[config.mk]
export PLATFORM = sky130hd
export DESIGN_NAME = irq_enable_clear_low
export DESIGN_NICKNAME = d
export VERILOG_FILES = /design/src/hdl/irq_enable_pkg.sv /design/src/hdl/enable_bank_if.sv /design/src/hdl/enable_bank.sv /design/src/hdl/irq_enable_clear_low.sv
export VERILOG_INCLUDE_DIRS = /design/src /design/src/hdl
export SDC_FILE = /design/constraint.sdc
export NUM_CORES = 1
export LEC_CHECK = 0
export CAP_MARGIN = 20
export CORE_UTILIZATION = 50
export DETAILED_ROUTE_END_ITERATION = 8
export DONT_BUFFER_PORTS = 1
export GPL_ROUTABILITY_DRIVEN = 0
export PLACE_DENSITY = 0.74
export SYNTH_ARGS = -nofsm -noshare
export SYNTH_HDL_FRONTEND = slang
export SYNTH_SLANG_ARGS = --single-unit
[constraint.sdc]
create_clock -name clk_sys_i -period 1.22 [get_ports clk_sys_i]
set_input_delay 0.122 -clock clk_sys_i [delete_from_list [all_inputs] [get_ports clk_sys_i]]
set_output_delay 0.122 -clock clk_sys_i [all_outputs]
set_load 0.05 [all_outputs]
[src/hdl/irq_enable_defines.svh]
`ifndef IRQ_ENABLE_DEFINES_SVH
`define IRQ_ENABLE_DEFINES_SVH

// ==========================================================
// register map
`define IEN_ADDR_W 12
`define IEN_SET_OFF 12'h000
`define IEN_CLR_OFF 12'h004

// ==========================================================
// field layout and reset
`define IEN_IMPL_MASK 32'h7FFFDFFF
`define IEN_RESET_VAL 32'h00000000
`define IEN_LINES 32

`endif

[src/hdl/irq_enable_pkg.sv]
package irq_enable_pkg;

    typedef logic [31:0] word_t;

    typedef enum logic [1:0] {
        SEL_NONE = 2'h0,
        SEL_SET = 2'h1,
        SEL_CLR = 2'h3
    } reg_sel_t;

endpackage

[src/hdl/enable_bank_if.sv]
`timescale 1ns/1ps

interface enable_bank_if;
    irq_enable_pkg::word_t set_mask;
    irq_enable_pkg::word_t clr_mask;
    irq_enable_pkg::word_t en_state;

    modport ctrl (
        output set_mask,
        output clr_mask,
        input en_state
    );

    modport bank (
        input set_mask,
        input clr_mask,
        output en_state
    );
endinterface

[src/hdl/enable_bank.sv]
`timescale 1ns/1ps
`include "irq_enable_defines.svh"

module enable_bank (
    // clock and reset
    input wire logic clk_sys_i,
    input wire logic rst_b_i,
    // control side
    enable_bank_if.bank bank_if
);

    irq_enable_pkg::word_t en_q;
    irq_enable_pkg::word_t en_d;

    // ==========================================================
    // per-line enable state, shared by set and clear views
    always_comb begin
        en_d = en_q | bank_if.set_mask;
        en_d = en_d & ~bank_if.clr_mask;
        en_d = en_d & `IEN_IMPL_MASK;
    end

    always_ff @(posedge clk_sys_i or negedge rst_b_i) begin
        if (!rst_b_i) begin
            en_q <= `IEN_RESET_VAL;
        end else begin
            en_q <= en_d;
        end
    end

    assign bank_if.en_state = en_q;

endmodule

[src/hdl/irq_enable_clear_low.sv]
`timescale 1ns/1ps
`include "irq_enable_defines.svh"

module irq_enable_clear_low (
    // clock and reset
    input wire logic clk_sys_i,
    input wire logic rst_b_i,
    // apb slave
    input wire logic psel_i,
    input wire logic penable_i,
    input wire logic pwrite_i,
    input wire logic [`IEN_ADDR_W-1:0] paddr_i,
    input wire logic [31:0] pwdata_i,
    output logic [31:0] prdata_o,
    output logic pready_o,
    output logic pslverr_o,
    // interrupt line enables
    output logic [`IEN_LINES-1:0] enable_o
);

    enable_bank_if bank_if ();

    irq_enable_pkg::reg_sel_t sel;
    irq_enable_pkg::word_t rdata_q;
    irq_enable_pkg::word_t rdata_d;
    logic access;
    logic setup;
    logic wr_set;
    logic wr_clr;
    logic rd_hit;
    logic bad_addr;

    // ==========================================================
    // address decode
    function automatic irq_enable_pkg::reg_sel_t decode(input logic [`IEN_ADDR_W-1:0] a);
        if (a == `IEN_SET_OFF) begin
            return irq_enable_pkg::SEL_SET;
        end else if (a == `IEN_CLR_OFF) begin
            return irq_enable_pkg::SEL_CLR;
        end
        return irq_enable_pkg::SEL_NONE;
    endfunction

    // reserved positions are stripped on every path, so no flop ever holds a one there
    function automatic irq_enable_pkg::word_t impl_bits(input irq_enable_pkg::word_t w);
        return w & `IEN_IMPL_MASK;
    endfunction

    // ==========================================================
    // bus phase qualifiers
    assign sel = decode(paddr_i);
    assign setup = psel_i && !penable_i;
    assign access = psel_i && penable_i;
    assign bad_addr = (sel == irq_enable_pkg::SEL_NONE);
    assign wr_set = access && pwrite_i && (sel == irq_enable_pkg::SEL_SET);
    assign wr_clr = access && pwrite_i && (sel == irq_enable_pkg::SEL_CLR);
    assign rd_hit = setup && !pwrite_i && !bad_addr;

    // zero wait states; read data is latched in setup so it comes from a flop
    assign pready_o = 1'b1;
    assign pslverr_o = access && bad_addr;

    // ==========================================================
    // write strobes toward the shared enable bank
    always_comb begin
        bank_if.set_mask = '0;
        bank_if.clr_mask = '0;
        if (wr_set) begin
            bank_if.set_mask = impl_bits(pwdata_i);
        end
        if (wr_clr) begin
            bank_if.clr_mask = impl_bits(pwdata_i);
        end
    end

    enable_bank enable_bank_i (
        .clk_sys_i(clk_sys_i),
        .rst_b_i(rst_b_i),
        .bank_if(bank_if)
    );

    // ==========================================================
    // read path: both views show the same live state
    // latching at setup costs no accuracy, since the bus is the only writer
    always_comb begin
        rdata_d = rdata_q;
        if (setup) begin
            rdata_d = '0;
            if (rd_hit) begin
                rdata_d = impl_bits(bank_if.en_state);
            end
        end
    end

    always_ff @(posedge clk_sys_i or negedge rst_b_i) begin
        if (!rst_b_i) begin
            rdata_q <= '0;
        end else begin
            rdata_q <= rdata_d;
        end
    end

    assign prdata_o = rdata_q;
    assign enable_o = bank_if.en_state;

    // ==========================================================
    // checks
    clr_write_a: assert property (@(posedge clk_sys_i) disable iff (!rst_b_i)
        (access && pwrite_i && sel == irq_enable_pkg::SEL_CLR)
        |=> ((enable_o & $past(pwdata_i)) == 32'h00000000))
        else $error("clear write left a line enabled");

    zero_keep_a: assert property (@(posedge clk_sys_i) disable iff (!rst_b_i)
        (access && pwrite_i && sel == irq_enable_pkg::SEL_CLR)
        |=> ((enable_o & ~$past(pwdata_i)) == ($past(enable_o) & ~$past(pwdata_i))))
        else $error("zero bit changed an enable");

    read_live_a: assert property (@(posedge clk_sys_i) disable iff (!rst_b_i)
        (access && !pwrite_i && sel == irq_enable_pkg::SEL_CLR)
        |-> (prdata_o == enable_o))
        else $error("clear view read is not the live state");

    set_shared_a: assert property (@(posedge clk_sys_i) disable iff (!rst_b_i)
        (access && pwrite_i && sel == irq_enable_pkg::SEL_SET)
        |=> ((enable_o & $past(pwdata_i) & `IEN_IMPL_MASK)
             == ($past(pwdata_i) & `IEN_IMPL_MASK)))
        else $error("set write did not reach shared state");

    view_same_a: assert property (@(posedge clk_sys_i) disable iff (!rst_b_i)
        (access && !pwrite_i && sel == irq_enable_pkg::SEL_SET)
        |-> (prdata_o == enable_o))
        else $error("set view read differs from state");

    reserved_zero_a: assert property (@(posedge clk_sys_i) disable iff (!rst_b_i)
        ((enable_o & ~`IEN_IMPL_MASK) == 32'h00000000)
        && ((prdata_o & ~`IEN_IMPL_MASK) == 32'h00000000))
        else $error("reserved bit seen as one");

    idle_hold_a: assert property (@(posedge clk_sys_i) disable iff (!rst_b_i)
        !(access && pwrite_i) |=> $stable(enable_o))
        else $error("enables changed without a write");

    unmapped_err_a: assert property (@(posedge clk_sys_i) disable iff (!rst_b_i)
        (access && sel == irq_enable_pkg::SEL_NONE)
        |-> (pslverr_o && prdata_o == 32'h00000000) ##1 $stable(enable_o))
        else $error("unmapped access misbehaved");

    // ==========================================================
    // bus answer checks
    pready_high_a: assert property (@(posedge clk_sys_i) disable iff (!rst_b_i)
        pready_o)
        else $error("slave inserted a wait state");

    mapped_ok_a: assert property (@(posedge clk_sys_i) disable iff (!rst_b_i)
        (access && !bad_addr) |-> !pslverr_o)
        else $error("error flagged on a mapped register");

    unmapped_wr_a: assert property (@(posedge clk_sys_i) disable iff (!rst_b_i)
        (access && pwrite_i && bad_addr)
        |=> $stable(enable_o))
        else $error("unmapped write changed an enable");

    // ==========================================================
    // enable state checks
    clr_no_rise_a: assert property (@(posedge clk_sys_i) disable iff (!rst_b_i)
        wr_clr
        |=> ((enable_o & ~$past(enable_o)) == 32'h00000000))
        else $error("clear write raised an enable");

    set_no_fall_a: assert property (@(posedge clk_sys_i) disable iff (!rst_b_i)
        wr_set
        |=> ((~enable_o & $past(enable_o)) == 32'h00000000))
        else $error("set write dropped an enable");

    set_zero_keep_a: assert property (@(posedge clk_sys_i) disable iff (!rst_b_i)
        wr_set
        |=> ((enable_o & ~$past(pwdata_i)) == ($past(enable_o) & ~$past(pwdata_i))))
        else $error("zero bit in a set write changed an enable");

    read_quiet_a: assert property (@(posedge clk_sys_i) disable iff (!rst_b_i)
        (access && !pwrite_i)
        |=> $stable(enable_o))
        else $error("read changed an enable");

    strobe_clean_a: assert property (@(posedge clk_sys_i) disable iff (!rst_b_i)
        (((bank_if.set_mask | bank_if.clr_mask) & ~`IEN_IMPL_MASK) == 32'h00000000))
        else $error("strobe reached a reserved bit");

    strobe_single_a: assert property (@(posedge clk_sys_i) disable iff (!rst_b_i)
        !((bank_if.set_mask != 32'h00000000) && (bank_if.clr_mask != 32'h00000000)))
        else $error("set and clear strobes in one cycle");

    // reset is asynchronous, so this one runs without a disable clause
    reset_clear_a: assert property (@(posedge clk_sys_i)
        $rose(rst_b_i)
        |-> ((enable_o == 32'h00000000) && (prdata_o == 32'h00000000)))
        else $error("state not cleared by reset");

    // ==========================================================
    // read data checks
    rdata_hold_a: assert property (@(posedge clk_sys_i) disable iff (!rst_b_i)
        !setup
        |=> $stable(prdata_o))
        else $error("read data moved outside a setup cycle");

    read_latch_a: assert property (@(posedge clk_sys_i) disable iff (!rst_b_i)
        rd_hit
        |=> (prdata_o == $past(enable_o)))
        else $error("read data is not the state at setup");

    miss_read_zero_a: assert property (@(posedge clk_sys_i) disable iff (!rst_b_i)
        (setup && bad_addr)
        |=> (prdata_o == 32'h00000000))
        else $error("unmapped read data not zero");

    write_rd_zero_a: assert property (@(posedge clk_sys_i) disable iff (!rst_b_i)
        (setup && pwrite_i)
        |=> (prdata_o == 32'h00000000))
        else $error("write cycle left stale read data");

endmodule

==> metrics.cfg, run 1 <==
[layout]
fillers = 275
multi_input_area_um2 = 711
layout.cells.non_filler = 338
fin_util_pct = 76.9
nNetsFinal = 330
area_growth_pct = 46.0
diodes = 0
design_area_um2 = 3390
seqCellArea_um2 = 1500
drive_gt1_share_pct = 33.2

[placed_design]
dp_cells = 287
preCtsSetupSlack_ns = -0.398
io_buffers = 0
place_area_um2 = 2810
hpwlAfterDp_um = 4110

[timing]
period_minus_slack_ns = 1.31
max_freq_mhz = 761
hold_viol_final = 60
post-route-period-util_pct = 108
skew_ns = 0.00955
timing.final.ws_setup_ns = -0.0933
setup_viol = 35
rsz0062_at_grt = true
hold-worst-slack_ns = -0.520
drv_slew = 0

[synthesis]
synth_area_um2 = 2320
synth_cell_type_count = 19
yosysTopAreaCellShare_pct = 64.6
ys_warn_count = 0
synthFlopType = dfrtp_1
ys_ff_latch = 60
async_reset_ff_share_pct = 100
synthTopCellsByCount = a21oi_1, dfrtp_1, a22o_1
synth_area_leaders = dfrtp_1, a21oi_1, a22o_1, buf_6, buf_4
synth_top_cell_by_area = dfrtp_1
synth.avg_cell_area_um2 = 12.8
synth-edff-count = 0
syn_inst = 181
yosysSeqAreaShare_pct = 64.6

[drt]
drtIter0Drc = 110
wl_per_cell_um = 19.5
drc = 0
viasPerCell = 5.87
ant_nets = 0
first_pass_iters = 4
wl_um = 6590
num_vias = 1983

[setup_path]
startpoint_type = input port
cp.arrival_ns = 1.57
path_class = input port to flip-flop
cp_max_fo = 7
critPathCaptureType = flip-flop
r2r_setup_slack_ns = 0.46
worstPathRequired_ns = 1.48

[floorplan]
fp-row-count = 24
ios = 115
die_w_um = 70.2
die_h_um = 70.2
coreArea_um2 = 4410
dieArea_um2 = 4930
initial_utilization_pct = 52.7

[power]
p_leak_nw = 1.76
ir_worst_vdd_uv = 743
power_density_nw_per_um2 = 1210
power_mw = 4.12

[global_route]
grt_first_pass_wirelength_um = 10000
track_usage_pct = 26.9
antenna_found_initial = 0
grt_max_degree = 61
overflow = 0
first_global_vias = 2054

[run_status]
status = finished with violations
failed_checks = hold timing, setup timing

[clocking]
hold_buffers = 30
clkLatencyLatePin_ns = 0.33
cts-htree-levels = 3
numCtsBuffers = 9
clock_sinks = 60
path_clk_slew_ns = 0.07
cts_tree = yes
cts_root_buf = clkbuf_8
clockBufferDepth = 2

[run]
maxCapViolations = 0

[min_path]
hold_class = input port to async pin

==> cell families after synthesis <==
logic type | Yosys count | synth area share (%)
compound gates | 90 | 24.2
flops | 60 | 64.6
other cells | 2 | 0.323
simple gates | 12 | 5.22
buf+inv | 17 | 5.65
==> sequential cells by signal, summed over array words and instances, names as in the netlist <==
signal,cells
enable_bank_i.bank_if.en_state,30
prdata_o,30
==> final timing paths <==
| kind | from | end | cells after the start |
|---|---|---|---|
| setup / recovery | paddr_i[9] | prdata_o[19]$_DFFE_PN0P_ | 6 |
| setup reg to reg | enable_bank_i.bank_if.en_state[16]$_DFF_PN0_ | enable_bank_i.bank_if.en_state[16]$_DFF_PN0_ | 2 |
| min in group clk_sys_i | pwdata_i[16] | enable_bank_i.bank_if.en_state[16]$_DFF_PN0_ | 2 |
| max in group asynchronous | rst_b_i | enable_bank_i.bank_if.en_state[28]$_DFF_PN0_ | 0 |
| hold reg to reg | prdata_o[27]$_DFFE_PN0P_ | prdata_o[27]$_DFFE_PN0P_ | 1 |
| hold / removal | rst_b_i | prdata_o[15]$_DFFE_PN0P_ | 0 |
==> worst max-delay path, stage by stage <==
cell	delay (ns)
or4_4	0.56
nor3_4	0.21
nor3b_4	0.27
buf_6	0.15
buf_8	0.12
a22o_1	0.14
==> metrics by stage <==
step                      TNS [ns]  hold slack [ns]
after floorplan             -14.91           -0.174
after global placement      -17.35           -0.172
final                        -2.08           -0.520
after global routing         -3.34           -0.540
after CTS                   -0.259           -0.540
after detailed placement    -20.65           -0.172
==> power by group <==
group	switching, mW	internal (mW)
Clock	0.751	1.20
Sequential	0.00115	1.99
Combinational	0.102	0.0796
Total	0.854	3.27
==> layer usage <==
metal,part of all wire (%),GRT usage [%],up-vias
met5,0,0,-
met3,7.2,7.07,17
met2,52,47.6,118
li1,-,-,863
met4,2.5,14.0,0
met1,39,29.5,985
==> layout make-up <==
| type | instances | share of cell area (%) |
|---|---|---|
| timing repair buffer | 103 | 26.5 |
| clock buffer | 11 | 4.17 |
| sequential | 60 | 44.2 |
| clock inverter | 5 | 2.21 |
| multi-input combinational | 107 | 20.9 |
| tap | 52 | 1.92 |
==> cells in the final DEF (no fill, tap or decap), types with 2 or more instances in the layout <==
master          n
or4_4           2
bufinv_16       2
buf_12          2
buf_6           6
clkbuf_8       10
conb_1          5
a21oi_1        60
dlygate4sd3_1  30
dfrtp_1        60
clkinv_2        3
buf_4          63
a22o_1         30
==> what timing repair did <==
item / in CTS / in global routing
buffers inserted: 0 / 2
hold endpoints to repair: 90 / 60
cloned: 0 / 3
pin swaps: 6 / 8
resized for setup: 5 / 9
setup endpoints to repair: 31 / 55
(Power assumes the default switching activity.)
==> run 2, diff against run 1 <==
--- a/config.mk
+++ b/config.mk
@@ -7,11 +7,12 @@
 export NUM_CORES = 1
 export LEC_CHECK = 0
 export CAP_MARGIN = 20
-export CORE_UTILIZATION = 50
+export CORE_UTILIZATION = 25
+export CTS_BUF_LIST = sky130_fd_sc_hd__clkbuf_2 sky130_fd_sc_hd__clkbuf_4 sky130_fd_sc_hd__clkbuf_8
 export DETAILED_ROUTE_END_ITERATION = 8
 export DONT_BUFFER_PORTS = 1
 export GPL_ROUTABILITY_DRIVEN = 0
-export PLACE_DENSITY = 0.74
+export PLACE_DENSITY = 0.47
 export SYNTH_ARGS = -nofsm -noshare
 export SYNTH_HDL_FRONTEND = slang
 export SYNTH_SLANG_ARGS = --single-unit
==> run 2 against run 1 <==
The flow finishes with violations (DRC, hold timing, setup timing). Global-route usage decreased by 14 points. Power decreased by 5.5%. Critical endpoint is now prdata_o[28]$_DFFE_PN0P_. Setup slack improved by 0.041 ns. Core utilization decreased by 39 points. Clock power decreased by 12%. Final area about the same. Die area increased by 97%. Non-clock buffer count decreased by 5. Sequential power about the same. Flip-flop and latch count unchanged. Sequential share of layout area about the same.
==> metrics.cfg, run 2 (same netlist as run 1, synthesis figures left out) <==
[run_status]
status = finished with violations
failed_checks = DRC, hold timing, setup timing

[setup_path]
cp-startpoint = paddr_i[7]
worstPathCellList = or4_4 -> nor3_4 -> nor3b_4 -> buf_6 -> a22o_1
cp.arrival_ns = 1.55
r2r_cells = 2
startpoint_type = input port
critPathCaptureType = flip-flop
cp_max_fo = 14
cp.depth = 5
cp-endpoint = prdata_o[28]$_DFFE_PN0P_
cpPeakStageDelay_ns = 0.56
r2r_start = enable_bank_i.bank_if.en_state[22]$_DFF_PN0_
worstPathRequired_ns = 1.49
worst-path-buf-inv = 1
crit_family = simple AND/OR/NAND/NOR gates
critPathSlowestCell = or4_4
r2r_setup_slack_ns = 0.49
timing.rr.end = enable_bank_i.bank_if.en_state[22]$_DFF_PN0_
path_class = input port to flip-flop

[timing]
post-route-period-util_pct = 104
skew_ns = 0.00696
max_freq_mhz = 786
drv_slew = 0
fin_tns_setup_ns = -1.40
hold-worst-slack_ns = -0.522
rsz0062_at_grt = true
period_minus_slack_ns = 1.27
setup_viol = 57
hold_viol_final = 60
timing.final.ws_setup_ns = -0.0528

[layout]
layout_common_cells = buf_4, a21oi_1, dfrtp_1
multi_input_area_um2 = 711
design_area_um2 = 3390
diodes = 0
area_growth_pct = 46.0
fillers = 878
nNetsFinal = 325
seqCellArea_um2 = 1500
fin_util_pct = 38.3
final_common_cell = buf_4
drive_gt1_share_pct = 32.4

[power]
ir_worst_vdd_uv = 367
power_mw = 3.89
p_leak_nw = 1.71
power_density_nw_per_um2 = 1150

[floorplan]
ios = 115
die_h_um = 98.4
fp-row-count = 34
initial_utilization_pct = 26.3
dieArea_um2 = 9690
die_w_um = 98.4
coreArea_um2 = 8850

[clocking]
cts_root_buf = clkbuf_8
cts-htree-levels = 3
clockBufferDepth = 2
clkLatencyLatePin_ns = 0.34
hold_buffers = 30
cts_tree = yes
path_clk_slew_ns = 0.07
clock_sinks = 60
numCtsBuffers = 9

[drt]
first_pass_iters = 9
wl_um = 5720
wl_per_cell_um = 14.7
drtIter0Drc = 49
ant_nets = 0
viasPerCell = 4.65
drc = 5
num_vias = 1809

[placed_design]
io_buffers = 0
preCtsSetupSlack_ns = -0.371
place_area_um2 = 2880
hpwlAfterDp_um = 3850

[global_route]
first_global_vias = 1829
antenna_found_initial = 0
grt_first_pass_wirelength_um = 9180
grt_max_degree = 61
track_usage_pct = 12.6
overflow = 0

[run]
maxCapViolations = 0

[min_path]
hold_class = input port to async pin

## run 2: final cells by class
type / instances / share of cell area (%)
sequential: 60 / 44.2
clock buffer: 11 / 4.09
tap: 108 / 3.98
multi-input combinational: 107 / 20.9
timing repair buffer: 98 / 25.2
clock inverter: 5 / 1.55
## run 2: how the worst min path moves through the flow
stage / start / end / depth (start not counted)
floorplan: rst_b_i / enable_bank_i.bank_if.en_state[0]$_DFF_PN0_ / 0
global placement: rst_b_i / enable_bank_i.bank_if.en_state[9]$_DFF_PN0_ / 0
detailed placement: rst_b_i / enable_bank_i.bank_if.en_state[9]$_DFF_PN0_ / 0
CTS: rst_b_i / prdata_o[11]$_DFFE_PN0P_ / 0
global route: rst_b_i / enable_bank_i.bank_if.en_state[16]$_DFF_PN0_ / 0
finish: rst_b_i / enable_bank_i.bank_if.en_state[16]$_DFF_PN0_ / 0
## run 2: stage by stage
stage,instances,hold WS (ns)
after floorplan,184,-0.174
after global placement,343,-0.171
after detailed placement,343,-0.171
after CTS,389,-0.558
after global routing,389,-0.558
final,389,-0.522
## run 2: worst reg2reg max path, stage by stage (launching register included)
cell	delay [ns]
dfrtp_1	0.41
a21oi_1	0.16
a21oi_1	0.05
## run 2: where the power goes
part	internal, mW	switching, mW
clock network	0.977	0.747
registers	1.99	0.00101
logic	0.0795	0.0985
## run 2: repair_timing
action | 4_1_cts | 5_1_grt
setup endpoints to repair | 3 | 61
endpoints found under the hold margin | 90 | 60
resized for setup | 3 | 4
buffers inserted | 0 | 0
pin swaps | 1 | 0
## run 2: layer usage
| layer | global-route usage, % | up-vias | wire [µm] |
|---|---|---|---|
| li1 | - | 854 | - |
| met1 | 14.7 | 870 | 2360 |
| met2 | 20.2 | 71 | 2830 |
| met3 | 4.33 | 14 | 389 |
| met4 | 7.23 | 0 | 142 |
| met5 | 0 | - | 0 |
